### src/design/commutation_angle_generator_map.svh
// Register offsets, field positions and reset values of the angle generator
`ifndef COMMUTATION_ANGLE_GENERATOR_MAP_SVH
`define COMMUTATION_ANGLE_GENERATOR_MAP_SVH

`define CAG_ADDR_W 8
`define CAG_OFS_COUNTS 8'h00
`define CAG_OFS_DIVISOR 8'h04
`define CAG_OFS_PHASE_ANGLE 8'h08
`define CAG_OFS_CONTROL 8'h0c
`define CAG_OFS_STATUS 8'h10
`define CAG_OFS_ANGLES 8'h14
`define CAG_OFS_POSITION 8'h18

`define CAG_COUNTS_W 23
`define CAG_COUNTS_RESET 23'h0003e8
`define CAG_DIVISOR_W 8
`define CAG_DIVISOR_RESET 8'h01
`define CAG_ANGLE_W 8
`define CAG_PHASE_ANGLE_RESET 8'h55
`define CAG_HALF_CYCLE 8'h80
`define CAG_PHASES 4

`define CAG_CTL_COMMUTATE 0
`define CAG_CTL_CURRENT_LOOP 1
`define CAG_CTL_WORD_FEEDBACK 2
`define CAG_CTL_SENSE_INTO 3
`define CAG_CTL_W 4
`define CAG_CTL_RESET 4'h0

`define CAG_STS_MISMATCH 0
`define CAG_STS_BASE_LSB 8

`endif

### src/design/commutation_angle_pkg.sv
// Types shared by the commutation angle generator and its bench
package commutation_angle_pkg;
    `include "commutation_angle_generator_map.svh"

    typedef logic [`CAG_ANGLE_W-1:0] angle_t;

    typedef struct packed {
        logic sense_into;
        logic word_feedback;
        logic current_loop_select;
        logic commutation_select;
    } control_s;

    typedef struct packed {
        angle_t [`CAG_PHASES-1:0] angle;
    } phase_angles_s;

    typedef enum logic [1:0] {
        ST_IDLE = 2'b00,
        ST_UP = 2'b01,
        ST_DOWN = 2'b10
    } step_e;
endpackage

### src/design/commutation_angle_generator.sv
// Commutation angle generator with APB register access
//
// Summary of operation
// - One electrical cycle is counts_per_n_cycles / cycle_divisor counts.
// - counts_per_n_cycles holds 0 to 8,388,607 and resets to 1000.
// - inter_phase_angle is in 1/256-cycle units and resets to 85.
// - Successive phases are offset by inter_phase_angle (85/171, 64/192).
// - Without the loop, swapping the two angles reverses rotation.
// - The quadrature counter resolves four counts per encoder line.
// - cycle_divisor holds up to 255 and resets to 1.
`timescale 1ns/1ps
`include "commutation_angle_generator_map.svh"
module commutation_angle_generator
    import commutation_angle_pkg::*;
(
    input wire logic pclk, // APB clock, 100 MHz
    input wire logic presetn, // Async reset, active low
    input wire logic psel, // APB select
    input wire logic penable, // APB enable
    input wire logic pwrite, // APB direction
    input wire logic [`CAG_ADDR_W-1:0] paddr, // APB byte address
    input wire logic [31:0] pwdata, // APB write data
    output logic [31:0] prdata, // APB read data
    output logic pready, // APB ready
    output logic pslverr, // APB error on unmapped address
    input wire logic quad_a, // Encoder channel A
    input wire logic quad_b, // Encoder channel B
    input wire logic [31:0] position_word, // Position word from a network node
    output commutation_angle_pkg::phase_angles_s phase_angles // Phase angles
);
    import commutation_angle_pkg::*;

    ////////////////////////////////////////////////////////////////////////////
    // Register file
    logic [`CAG_COUNTS_W-1:0] counts_per_n_cycles, next_counts_per_n_cycles;
    logic [`CAG_DIVISOR_W-1:0] cycle_divisor, next_cycle_divisor;
    angle_t inter_phase_angle, next_inter_phase_angle;
    control_s control, next_control;
    logic [31:0] next_prdata;
    logic next_pready, next_pslverr;
    logic wr_en, sense_mismatch, next_sense_mismatch;
    angle_t base_angle, next_base_angle;
    logic [31:0] pos_count, next_pos_count;

    function automatic logic is_mapped(input logic [`CAG_ADDR_W-1:0] a);
        is_mapped = (a == `CAG_OFS_COUNTS) || (a == `CAG_OFS_DIVISOR) ||
            (a == `CAG_OFS_PHASE_ANGLE) || (a == `CAG_OFS_CONTROL) ||
            (a == `CAG_OFS_STATUS) || (a == `CAG_OFS_ANGLES) ||
            (a == `CAG_OFS_POSITION);
    endfunction

    assign wr_en = psel && penable && pready && pwrite && is_mapped(paddr);

    always_comb begin
        next_counts_per_n_cycles = counts_per_n_cycles;
        next_cycle_divisor = cycle_divisor;
        next_inter_phase_angle = inter_phase_angle;
        next_control = control;
        next_prdata = prdata;
        next_pready = psel && !penable;
        next_pslverr = psel && !penable && !is_mapped(paddr);
        if (wr_en) begin
            unique case (paddr)
                `CAG_OFS_COUNTS: begin
                    next_counts_per_n_cycles =
                        pwdata[`CAG_COUNTS_W-1:0];
                end
                `CAG_OFS_DIVISOR: begin
                    next_cycle_divisor = pwdata[`CAG_DIVISOR_W-1:0];
                end
                `CAG_OFS_PHASE_ANGLE: begin
                    next_inter_phase_angle = pwdata[`CAG_ANGLE_W-1:0];
                end
                `CAG_OFS_CONTROL: begin
                    next_control = control_s'(pwdata[`CAG_CTL_W-1:0]);
                end
                default: begin
                end
            endcase
        end
        if (psel && !penable && !pwrite) begin
            unique case (paddr)
                `CAG_OFS_COUNTS: next_prdata = {9'h000, counts_per_n_cycles};
                `CAG_OFS_DIVISOR: next_prdata = {24'h000000, cycle_divisor};
                `CAG_OFS_PHASE_ANGLE: next_prdata = {24'h000000,
                    inter_phase_angle};
                `CAG_OFS_CONTROL: next_prdata = {28'h0000000, control};
                `CAG_OFS_STATUS: next_prdata = {16'h0000, base_angle,
                    7'h00, sense_mismatch};
                `CAG_OFS_ANGLES: next_prdata = phase_angles;
                `CAG_OFS_POSITION: next_prdata = pos_count;
                default: next_prdata = 32'h00000000;
            endcase
        end
    end

    always_ff @(posedge pclk or negedge presetn) begin
        if (!presetn) begin
            counts_per_n_cycles <= `CAG_COUNTS_RESET;
            cycle_divisor <= `CAG_DIVISOR_RESET;
            inter_phase_angle <= `CAG_PHASE_ANGLE_RESET;
            control <= control_s'(`CAG_CTL_RESET);
            prdata <= 32'h00000000;
            pready <= 1'b0;
            pslverr <= 1'b0;
        end else begin
            counts_per_n_cycles <= next_counts_per_n_cycles;
            cycle_divisor <= next_cycle_divisor;
            inter_phase_angle <= next_inter_phase_angle;
            control <= next_control;
            prdata <= next_prdata;
            pready <= next_pready;
            pslverr <= next_pslverr;
        end
    end

    ////////////////////////////////////////////////////////////////////////////
    // Position tracking
    logic [1:0] quad_prev, next_quad_prev;
    step_e step;

    // Four edges per line: with word_feedback clear, every A/B transition is one count
    always_comb begin
        step = ST_IDLE;
        if (control.word_feedback) begin
            if ($signed(position_word) > $signed(pos_count)) begin
                step = ST_UP;
            end else if ($signed(position_word) < $signed(pos_count)) begin
                step = ST_DOWN;
            end
        end else begin
            unique case ({quad_prev, quad_a, quad_b})
                4'b0001, 4'b0111, 4'b1110, 4'b1000: step = ST_UP;
                4'b0010, 4'b1011, 4'b1101, 4'b0100: step = ST_DOWN;
                default: step = ST_IDLE;
            endcase
        end
        next_quad_prev = {quad_a, quad_b};
        next_pos_count = pos_count;
        if (step == ST_UP) begin
            next_pos_count = pos_count + 32'h00000001;
        end else if (step == ST_DOWN) begin
            next_pos_count = pos_count - 32'h00000001;
        end
    end

    always_ff @(posedge pclk or negedge presetn) begin
        if (!presetn) begin
            quad_prev <= 2'b00;
            pos_count <= 32'h00000000;
        end else begin
            quad_prev <= next_quad_prev;
            pos_count <= next_pos_count;
        end
    end

    ////////////////////////////////////////////////////////////////////////////
    // Electrical angle
    // Accumulator holds position within the cycle in counts times divisor
    logic [`CAG_COUNTS_W-1:0] cycle_pos, next_cycle_pos;
    logic [`CAG_COUNTS_W:0] sum_up, sum_dn;

    function automatic angle_t cycle_fraction(
        input logic [`CAG_COUNTS_W-1:0] pos,
        input logic [`CAG_COUNTS_W-1:0] span
    );
        logic [`CAG_COUNTS_W:0] rem;
        angle_t q;
        rem = {1'b0, pos};
        q = 8'h00;
        for (int i = `CAG_ANGLE_W - 1; i >= 0; i--) begin
            rem = {rem[`CAG_COUNTS_W-1:0], 1'b0};
            if (rem >= {1'b0, span}) begin
                q[i] = 1'b1;
                rem = rem - {1'b0, span};
            end
        end
        cycle_fraction = q;
    endfunction

    always_comb begin
        sum_up = {1'b0, cycle_pos} + {16'h0000, cycle_divisor};
        sum_dn = {1'b0, cycle_pos} + {1'b0, counts_per_n_cycles} -
            {16'h0000, cycle_divisor};
        next_cycle_pos = cycle_pos;
        if (counts_per_n_cycles == 23'h000000) begin
            next_cycle_pos = 23'h000000;
        end else if (step == ST_UP) begin
            if (sum_up >= {1'b0, counts_per_n_cycles}) begin
                next_cycle_pos = sum_up[`CAG_COUNTS_W-1:0] -
                    counts_per_n_cycles;
            end else begin
                next_cycle_pos = sum_up[`CAG_COUNTS_W-1:0];
            end
        end else if (step == ST_DOWN) begin
            if (cycle_pos >= {15'h0000, cycle_divisor}) begin
                next_cycle_pos = cycle_pos - {15'h0000, cycle_divisor};
            end else begin
                next_cycle_pos = sum_dn[`CAG_COUNTS_W-1:0];
            end
        end
        next_base_angle = cycle_fraction(cycle_pos, counts_per_n_cycles);
        // Zero span would read as a full quotient
        if (counts_per_n_cycles == 23'h000000) begin
            next_base_angle = 8'h00;
        end
        // Sensor polarity check once the current loop is closed
        next_sense_mismatch = control.current_loop_select &&
            (control.sense_into
                ? (inter_phase_angle <= `CAG_HALF_CYCLE)
                : (inter_phase_angle >= `CAG_HALF_CYCLE));
    end

    always_ff @(posedge pclk or negedge presetn) begin
        if (!presetn) begin
            cycle_pos <= 23'h000000;
            base_angle <= 8'h00;
            sense_mismatch <= 1'b0;
        end else begin
            cycle_pos <= next_cycle_pos;
            base_angle <= next_base_angle;
            sense_mismatch <= next_sense_mismatch;
        end
    end

    ////////////////////////////////////////////////////////////////////////////
    // Phase outputs
    phase_angles_s next_phase_angles;

    // Angle sign sets direction, so swapping values reverses rotation
    generate
        for (genvar k = 0; k < `CAG_PHASES; k++) begin : g_phase
            always_comb begin
                next_phase_angles.angle[k] = 8'h00;
                if (control.commutation_select) begin
                    next_phase_angles.angle[k] = base_angle +
                        8'(k) * inter_phase_angle;
                end
            end
        end
    endgenerate

    always_ff @(posedge pclk or negedge presetn) begin
        if (!presetn) begin
            phase_angles <= '0;
        end else begin
            phase_angles <= next_phase_angles;
        end
    end
endmodule

### config.mk
export PLATFORM = sky130hd
export DESIGN_NAME = commutation_angle_generator
export DESIGN_NICKNAME = d
export VERILOG_FILES = /design/src/design/commutation_angle_pkg.sv /design/src/design/commutation_angle_generator.sv
export VERILOG_INCLUDE_DIRS = /design/src /design/src/design
export SDC_FILE = /design/constraint.sdc
export NUM_CORES = 1
export LEC_CHECK = 0
export BUFFER_PORTS_ARGS = -buffer_cell sky130_fd_sc_hd__buf_2
export CELL_PAD_IN_SITES_DETAIL_PLACEMENT = 0
export CELL_PAD_IN_SITES_GLOBAL_PLACEMENT = 1
export CORE_MARGIN = 1.5
export CORE_UTILIZATION = 40
export CTS_BUF_LIST = sky130_fd_sc_hd__clkbuf_4 sky130_fd_sc_hd__clkbuf_8 sky130_fd_sc_hd__clkbuf_16
export CTS_CLUSTER_SIZE = 16
export DETAILED_ROUTE_END_ITERATION = 8
export GPL_TIMING_DRIVEN = 1
export PLACE_DENSITY = 0.79
export SYNTH_ARGS = -nofsm -noshare
export SYNTH_HDL_FRONTEND = slang
export SYNTH_SLANG_ARGS = --single-unit
### constraint.sdc
create_clock -name pclk -period 23.6 [get_ports pclk]
set_clock_uncertainty 0.05 [all_clocks]
set_input_delay 2.36 -clock pclk [delete_from_list [all_inputs] [get_ports pclk]]
set_output_delay 2.36 -clock pclk [all_outputs]
set_load 0.03 [all_outputs]
==> reports/results.tsv, run 1 <==
metric	value	unit
Routed WL	79.7	mm
I/O pin total	145	
initial antenna violation count	2	
cts bufs inserted	17	
Achievable Freq	44.5	MHz
Crit Path Category	flip-flop to flip-flop	
Synth area leaders	ha_1 (18%), dfrtp_1 (17%), xnor2_1 (6.0%)	
Overflow after GRT	0	
DRT Pass-1 Iters	6	
Worst path most repeated cell	buf_4	
top cell type by total area after synthesis	ha_1	
crit path max fanout	23	
Final ANT Viol Nets	0	
DRC	0	
crit start category	flip-flop	
final number of setup-violating endpoints	0	
Top Family by Delay on Critical Path	compound AO/OA/AOI/OAI gates	
post-synthesis cell count	2950	
Largest stage delay, worst path	610	ps
number of unique standard cell types used by synthesis	89	
largest net degree at the start of global routing	96	
core box area	57900	sq um
Clock Sinks	173	
dpl cells	4002	
hold buffers post-CTS	0	
Skew-Pair Late Insertion Delay	460	ps
first-pass GRT wire length	125	mm
maxcap violations	0	
post-synthesis register bit count	173	
chip width	246	um
HP Class	flip-flop to flip-flop	
status	completed	
crit path capture type	flip-flop	
crit path time final	22450	ps
Post-synth EDFFs	0	
Slew headroom	32.6	%
CTS tree	yes	
syn avg cell area	7.98	sq um
Cell Count, Final, Fillers Out	4038	
synthesized area	23600	sq um
row cnt	88	
share of cells above drive strength 1	18.4	%
final net count	3697	
Clock transition at path regs	80	ps
predominant post-synthesis flop cell	dfrtp_1	
wire length per cell	19.7	um
Final WS setup	1150	ps
Total GRT Usage	26.2	%
CP arrival	22740	ps
Via density	5.70	
Warnings, synthesis	0	
Worst Path Buf+Inv	21	
Mapped Nets	3388	
detailed placement HPWL	65.5	mm
top cell type's share of synthesized area	17.9	%
via count	23036	
Routability Congestion	0.932	
register area share after synthesis	18.4	%
Die H	246	um
Die ar.	60300	sq um
Layout area overhead	16.7	%
starting density of the core	40.7	%
Critical-path top delay cell	a2111o_1	
pre-CTS WS	70.0	ps
CTS max path bufs	2	
Iteration-0 DRC Markers	1295	
Port Buffers	135	
CTS root buf	clkbuf_16	
async set-reset flop share out of synthesis	100	%
H-tree levels	4	
final hold vios	0	
max-slew violations	0	
vias in the first global route	23565	
Worst-Margin Slew	1010	ps
Final Cycle Share	95.1	%
Critical Path RT	23880	ps
## layout by cell type, fill, tap and decap left out, drive strengths merged, types with 41 or more instances in the layout
cell type / instances
a21oi: 231
a21o: 83
o21ai: 205
inv: 222
ha: 337
mux2: 107
xnor2: 161
nor3: 60
nor2: 242
nand3: 56
o21a: 41
buf: 381
dfrtp: 162
nand2: 248
and2: 57
xor2: 77
## sequential cells by signal, summed over array words and instances, names as in the netlist
name / cells
base_angle: 8
control: 4
counts_per_n_cycles: 23
cycle_divisor: 8
cycle_pos: 23
inter_phase_angle: 8
phase_angles: 30
pos_count: 32
prdata: 32
pready: 1
pslverr: 1
quad_prev: 2
sense_mismatch: 1
## synth_stat cells (34+ instances only)
cell      instances
a21o_1           83
a21oi_1         229
a31oi_1          34
and2_1           57
clkbuf_1         76
dfrtp_1         162
ha_1            337
inv_1           214
mux2_2           99
nand2_1         248
nand2b_1         36
nand3_1          55
nand4_1          36
nor2_1          241
nor2b_1          40
nor3_1           60
o21a_1           41
o21ai_0         197
xnor2_1         161
xor2_1           77
## layer usage
layer  global-route usage, %  up-vias  part of all wire [%]
li1                        -    11253                     -
met1                    30.3    10980                    41
met2                    47.7      617                    49
met3                    2.59      186                   4.0
met4                    13.5        0                   5.4
met5                       0        -                     0
## tightest hold or removal path: stages (launching register included)
cell and delay [ps]:
dfrtp_1 350, nor2_1 50, a21oi_1 100
## per-stage QoR
stage | hold WS (ps) | TNS (ps) | instance area [sq um] | util, %
floorplan | 430 | 0 | 23600 | -
CTS | 485 | 0 | 27300 | 47.2
finish | 479 | 0 | 27500 | 47.4
global route | 494 | -7.17 | 27500 | 47.4
detailed placement | 470 | 0 | 26700 | 46.1
global placement | 460 | 0 | 26700 | 46.1
## cell families after synthesis
logic type | synth area share [%]
buffers and inverters | 5.09
xor gates and xnor gates | 8.85
adders and majority gates | 19.8
and+or+nand+nor | 17.5
AOI/OAI and AO/OA | 23.8
DFF | 18.4
muxes | 6.60
## final cells by class
type	count	area [sq um]
diodes	1	2.50
clock buffers	19	447
clock inverters	13	173
fillers	5694	30400
inverters	216	811
multi-input cells	2469	18200
flip-flops and latches	173	4340
well taps	765	957
repair buffers	382	2570
## worst paths after layout
| path | start | cells past startpoint | slack (ps) | to |
|---|---|---|---|---|
| setup / recovery | counts_per_n_cycles[5] | 108 | 1150 | base_angle[0] |
| hold / removal | prdata[24] | 2 | 480 | prdata[24] |
| setup reg to reg | counts_per_n_cycles[5] | 108 | 1150 | base_angle[0] |
| hold reg to reg | prdata[24] | 2 | 480 | prdata[24] |
| max in group asynchronous | presetn | 2 | 19970 | phase_angles[23] |
| min in group asynchronous | presetn | 1 | 1950 | pos_count[19] |
## repair_timing
item	4_1_cts	5_1_grt
buffers inserted	0	3
gates resized for setup	1	35
cloned	0	0
setup endpoints to repair	1	1
pin swaps	0	9
Power of run 1 is not shown: default switching activity piles up to over one toggle a cycle in this logic, so the estimate is an artifact.
==> inputs of run 2 (changes only) <==
--- a/config.mk
+++ b/config.mk
@@ -15,7 +15,7 @@
 export CTS_CLUSTER_SIZE = 16
 export DETAILED_ROUTE_END_ITERATION = 8
 export GPL_TIMING_DRIVEN = 1
-export PLACE_DENSITY = 0.79
+export PLACE_DENSITY = 0.73
 export SYNTH_ARGS = -nofsm -noshare
 export SYNTH_HDL_FRONTEND = slang
 export SYNTH_SLANG_ARGS = --single-unit
==> constraint.sdc (replaced) <==
create_clock -name pclk -period 19.3 [get_ports pclk]
set_clock_uncertainty 0.05 [all_clocks]
set_input_delay 1.93 -clock pclk [delete_from_list [all_inputs] [get_ports pclk]]
set_output_delay 1.93 -clock pclk [all_outputs]
set_load 0.03 [all_outputs]
==> run 2 against run 1 <==
The flow now finishes with violations (setup timing). Non-clock buffer count is 436 higher. Utilization up 7.2 points. Register-to-register slack got worse by 1900 ps. First-iteration DRC count grew 30%. Global-route usage increased by 2.8 points. Design area increased by 15%. Wire length rose by 11%. Count of clock-buffer cells in the layout down 2. Critical endpoint unchanged.
==> reports/results.tsv, run 2 (same netlist as run 1, synthesis figures left out) <==
metric	value	unit
Final Cycle Share	104	%
wire length per cell	19.8	um
Slew headroom	28.0	%
Worst path most repeated cell	buf_4	
Routability Congestion	0.948	
Clock Sinks	173	
Filler cells	5480	
final number of setup-violating endpoints	1	
Largest stage delay, worst path	540	ps
DRT Pass-1 Iters	5	
RSZ-0062 raised after global routing	true	
Port Buffers	135	
Hold Path Sink	prdata[29]	
share of cells above drive strength 1	30.4	%
Reg2Reg Setup Slack	-780	ps
reg2reg start	counts_per_n_cycles[3]	
max-slew violations	0	
HP Class	flip-flop to flip-flop	
chip width	246	um
Worst Hold Path Cells	2	
hold buffers post-CTS	0	
starting density of the core	40.7	%
Die ar.	60300	sq um
Total GRT Usage	29.0	%
crit path capture type	flip-flop	
Final ANT Viol Nets	0	
Cell Count, Final, Fillers Out	4478	
final hold vios	0	
via count	25137	
hold_ws	478	ps
Iteration-0 DRC Markers	1686	
commonest non-fill, non-tap cell in the layout	buf_4	
final net count	4133	
Die H	246	um
CTS max path bufs	2	
largest net degree at the start of global routing	128	
Largest regs	pos_count (32), prdata (32), phase_angles (30)	
failing checks	setup timing	
Layout area overhead	34.4	%
initial antenna violation count	1	
I/O pin total	145	
crit path time final	20080	ps
dpl cells	4349	
maxcap violations	0	
vias in the first global route	24972	
first-pass GRT wire length	138	mm
crit path max fanout	21	
Skew-Pair Late Insertion Delay	480	ps
status	complete, but fails checks	
commonest cells after routing, fill and taps aside	buf_4 (665), ha_1 (315), nand2_1 (247)	
Overflow after GRT	0	
H-tree levels	4	
min-delay src	prdata[29]	
Clock transition at path regs	80	ps
CTS tree	yes	
Final WS setup	-783	ps
core box area	57900	sq um
RR Endpoint	base_angle[0]	
DRC	0	
Finished Cell Area	31600	sq um
Placed Area	29700	sq um
Via density	5.61	
cts bufs inserted	17	
pre-CTS WS	-1770	ps
CTS root buf	clkbuf_16	
row cnt	88	
Critical-path top delay cell	dfstp_2	
Critical Path RT	19580	ps
Worst-Margin Slew	1080	ps
Achievable Freq	49.8	MHz
detailed placement HPWL	69.8	mm
CP arrival	20360	ps
Routed WL	88.7	mm
cells on worst reg2reg path	110	
Crit Path Category	flip-flop to flip-flop	
crit start category	flip-flop	
-- run 2: per-stage QoR --
step	setup TNS [ps]	utilization [%]
floorplan	-698	-
global placement	-1750	51.2
detailed placement	-2260	51.2
CTS	-947	54.0
global route	-2300	54.6
finish	-783	54.6
-- run 2: worst max-delay path, delay by kind of cell, from the launching register on --
family	cells	cell delay, ps
buffers and inverters	30	3920
multiplexers	3	930
flip-flops	1	540
adder cells (fa/ha/maj)	7	1740
AO/OA/AOI/OAI	54	9880
AND/OR/NAND/NOR	16	2810
-- run 2: how the worst max path moves through the flow --
stage / from / endpoint / cells after the start
final: counts_per_n_cycles[3] / base_angle[0] / 110
after detailed placement: counts_per_n_cycles[3] / base_angle[0] / 103
after floorplan: counts_per_n_cycles[1] / base_angle[0] / 104
after global placement: counts_per_n_cycles[1] / base_angle[0] / 103
after global routing: counts_per_n_cycles[1] / base_angle[0] / 102
after CTS: counts_per_n_cycles[1] / base_angle[0] / 97
-- run 2: metal layers --
metal | wire [um] | vias to the layer above | global-route usage (%)
met5 | 0 | - | 0
met4 | 3050 | 0 | 10.4
met3 | 4970 | 141 | 2.41
met2 | 41400 | 775 | 49.2
met1 | 39300 | 12081 | 38.5
li1 | - | 12140 | -
-- run 2: final cells by class --
cell class / count / area, sq um / area share [%]
Tap cell: 765 / 957 / 3.02
Antenna cell: 5 / 12.5 / 0.0395
Clock inverter: 15 / 189 / 0.597
Clock buffer: 17 / 425 / 1.34
Timing Repair Buffer: 818 / 6010 / 19.0
Sequential cell: 173 / 4340 / 13.7
Inverter: 216 / 818 / 2.59
Multi-Input combinational cell: 2469 / 18900 / 59.7
-- run 2: what timing repair did --
action	4_1_cts	5_1_grt
endpoints found under the setup margin	2	2
gates cloned	2	0
hold endpoints to repair	0	0
pin swaps	61	25
setup buffers	68	22
gates resized for setup	81	50
Power of run 2 is left out for the same reason.
==> inputs of run 3 (changes only) <==
--- a/config.mk
+++ b/config.mk
@@ -9,7 +9,7 @@
 export BUFFER_PORTS_ARGS = -buffer_cell sky130_fd_sc_hd__buf_2
 export CELL_PAD_IN_SITES_DETAIL_PLACEMENT = 0
 export CELL_PAD_IN_SITES_GLOBAL_PLACEMENT = 1
-export CORE_MARGIN = 1.5
+export CORE_MARGIN = 8
 export CORE_UTILIZATION = 40
 export CTS_BUF_LIST = sky130_fd_sc_hd__clkbuf_4 sky130_fd_sc_hd__clkbuf_8 sky130_fd_sc_hd__clkbuf_16
 export CTS_CLUSTER_SIZE = 16
==> run 3 against run 2 <==
The run still ends with setup timing left. Die area grew 11%. Sequential share of layout area is 0.14 points lower. Sequential cell count unchanged. Wire length shrank 0.93%. First-iteration DRC count decreased by 10%. Global-route usage decreased by 3.8 points. Critical path type unchanged. Critical endpoint unchanged.
==> reports/results.tsv, run 3 (same netlist as run 1, synthesis figures left out) <==
metric	value	unit
Critical-path top delay cell	a2111o_1	
reg2reg start	counts_per_n_cycles[1]	
Slew headroom	26.1	%
status	complete, but fails checks	
chip width	259	um
Crit Path Category	flip-flop to flip-flop	
min-delay src	prdata[9]	
wire length per cell	19.5	um
Final Cycle Share	106	%
Overflow after GRT	0	
final net count	4156	
final number of setup-violating endpoints	1	
Total GRT Usage	25.2	%
Die H	259	um
vias in the first global route	24878	
starting density of the core	40.2	%
CTS root buf	clkbuf_16	
failing checks	setup timing	
Antenna Cells	0	
row cnt	89	
Worst path most repeated cell	a211oi_2	
crit path max fanout	8	
DRC	0	
met2 usage	44.6	%
Routability Congestion	0.922	
Largest regs	pos_count (32), prdata (32), phase_angles (30)	
Filler cells	5525	
hold_ws	474	ps
Achievable Freq	49.1	MHz
RR Endpoint	base_angle[0]	
first-pass GRT wire length	136	mm
detailed placement HPWL	71.1	mm
core box area	58600	sq um
Die ar.	66900	sq um
max-slew violations	0	
share of cells above drive strength 1	31.7	%
via count	24812	
Critical Path RT	19560	ps
hold buffers post-CTS	0	
Via density	5.51	
Final ANT Viol Nets	0	
initial antenna violation count	0	
CP arrival	20640	ps
RSZ-0062 raised after global routing	true	
Skew-Pair Late Insertion Delay	450	ps
Worst-Margin Slew	1100	ps
Global Route met1 Usage	31.2	%
Port Buffers	135	
I/O pin total	145	
DRT Pass-1 Iters	5	
commonest cells after routing, fill and taps aside	buf_4 (685), ha_1 (304), nand2_1 (242)	
crit start category	flip-flop	
largest net degree at the start of global routing	105	
cts bufs inserted	17	
Worst Hold Path Cells	2	
final hold vios	0	
HP Class	flip-flop to flip-flop	
Layout area overhead	35.7	%
commonest non-fill, non-tap cell in the layout	buf_4	
Largest stage delay, worst path	570	ps
CTS max path bufs	2	
Reg2Reg Setup Slack	-1080	ps
Hold Path Sink	prdata[9]	
Final WS setup	-1080	ps
GR Util met3	2.64	%
Iteration-0 DRC Markers	1518	
Clock Sinks	173	
crit path time final	20380	ps
Routed WL	87.9	mm
Clock transition at path regs	70	ps
GR peak layer	met2	
cells on worst reg2reg path	102	
crit path capture type	flip-flop	
CTS tree	yes	
maxcap violations	0	
H-tree levels	4	
run 3: worst max path at each step:
stage / start / to / slack, ps / depth (start not counted)
after floorplan: counts_per_n_cycles[1] / base_angle[0] / -700 / 104
after global placement: counts_per_n_cycles[1] / base_angle[0] / -1600 / 101
after detailed placement: counts_per_n_cycles[1] / base_angle[0] / -1930 / 99
after CTS: counts_per_n_cycles[1] / base_angle[0] / -1090 / 101
after global routing: counts_per_n_cycles[1] / base_angle[0] / -1930 / 102
final: counts_per_n_cycles[1] / base_angle[0] / -1080 / 102
run 3: repair_timing:
action | 4_1_cts | 5_1_grt
resized for setup | 86 | 102
setup buffers | 33 | 43
pin swaps | 47 | 64
endpoints found under the setup margin | 2 | 2
gates cloned | 1 | 2
run 3: metrics by stage:
stage | worst slack (ps) | instances | TNS, ps | area [sq um] | utilization [%]
after CTS | -1090 | 4461 | -1090 | 31100 | 53.2
after global routing | -1930 | 4504 | -2600 | 32000 | 54.6
final | -1080 | 4504 | -1080 | 32000 | 54.6
after global placement | -1600 | 4395 | -1890 | 29900 | 51.1
after floorplan | -698 | 2950 | -698 | 24000 | -
after detailed placement | -1930 | 4395 | -2450 | 29900 | 51.1
run 3: layout make-up:
type	count	area (sq um)	share of cell area, %
Clock buffer	20	454	1.42
Clock inverter	12	103	0.321
Inverter	216	815	2.55
Multi-Input combinational cell	2469	19100	59.8
Sequential cell	173	4340	13.6
Tap cell	773	967	3.03
Timing Repair Buffer	841	6150	19.2
run 3: critical path: cells and delay by family, from the launching register on:
family / cells / cell delay (ps)
compound gates: 61 / 11670
fa+ha+maj: 8 / 2080
buf+inv: 11 / 1730
flops: 1 / 400
mux: 3 / 820
simple gates: 19 / 3430
run 3: per-layer routing:
layer  vias up  wire (um)
li1      12182          -
met1     11916      38200
met2       578      42700
met3       136       3600
met4         0       3400
met5         -          0
Power of run 3 is left out for the same reason.
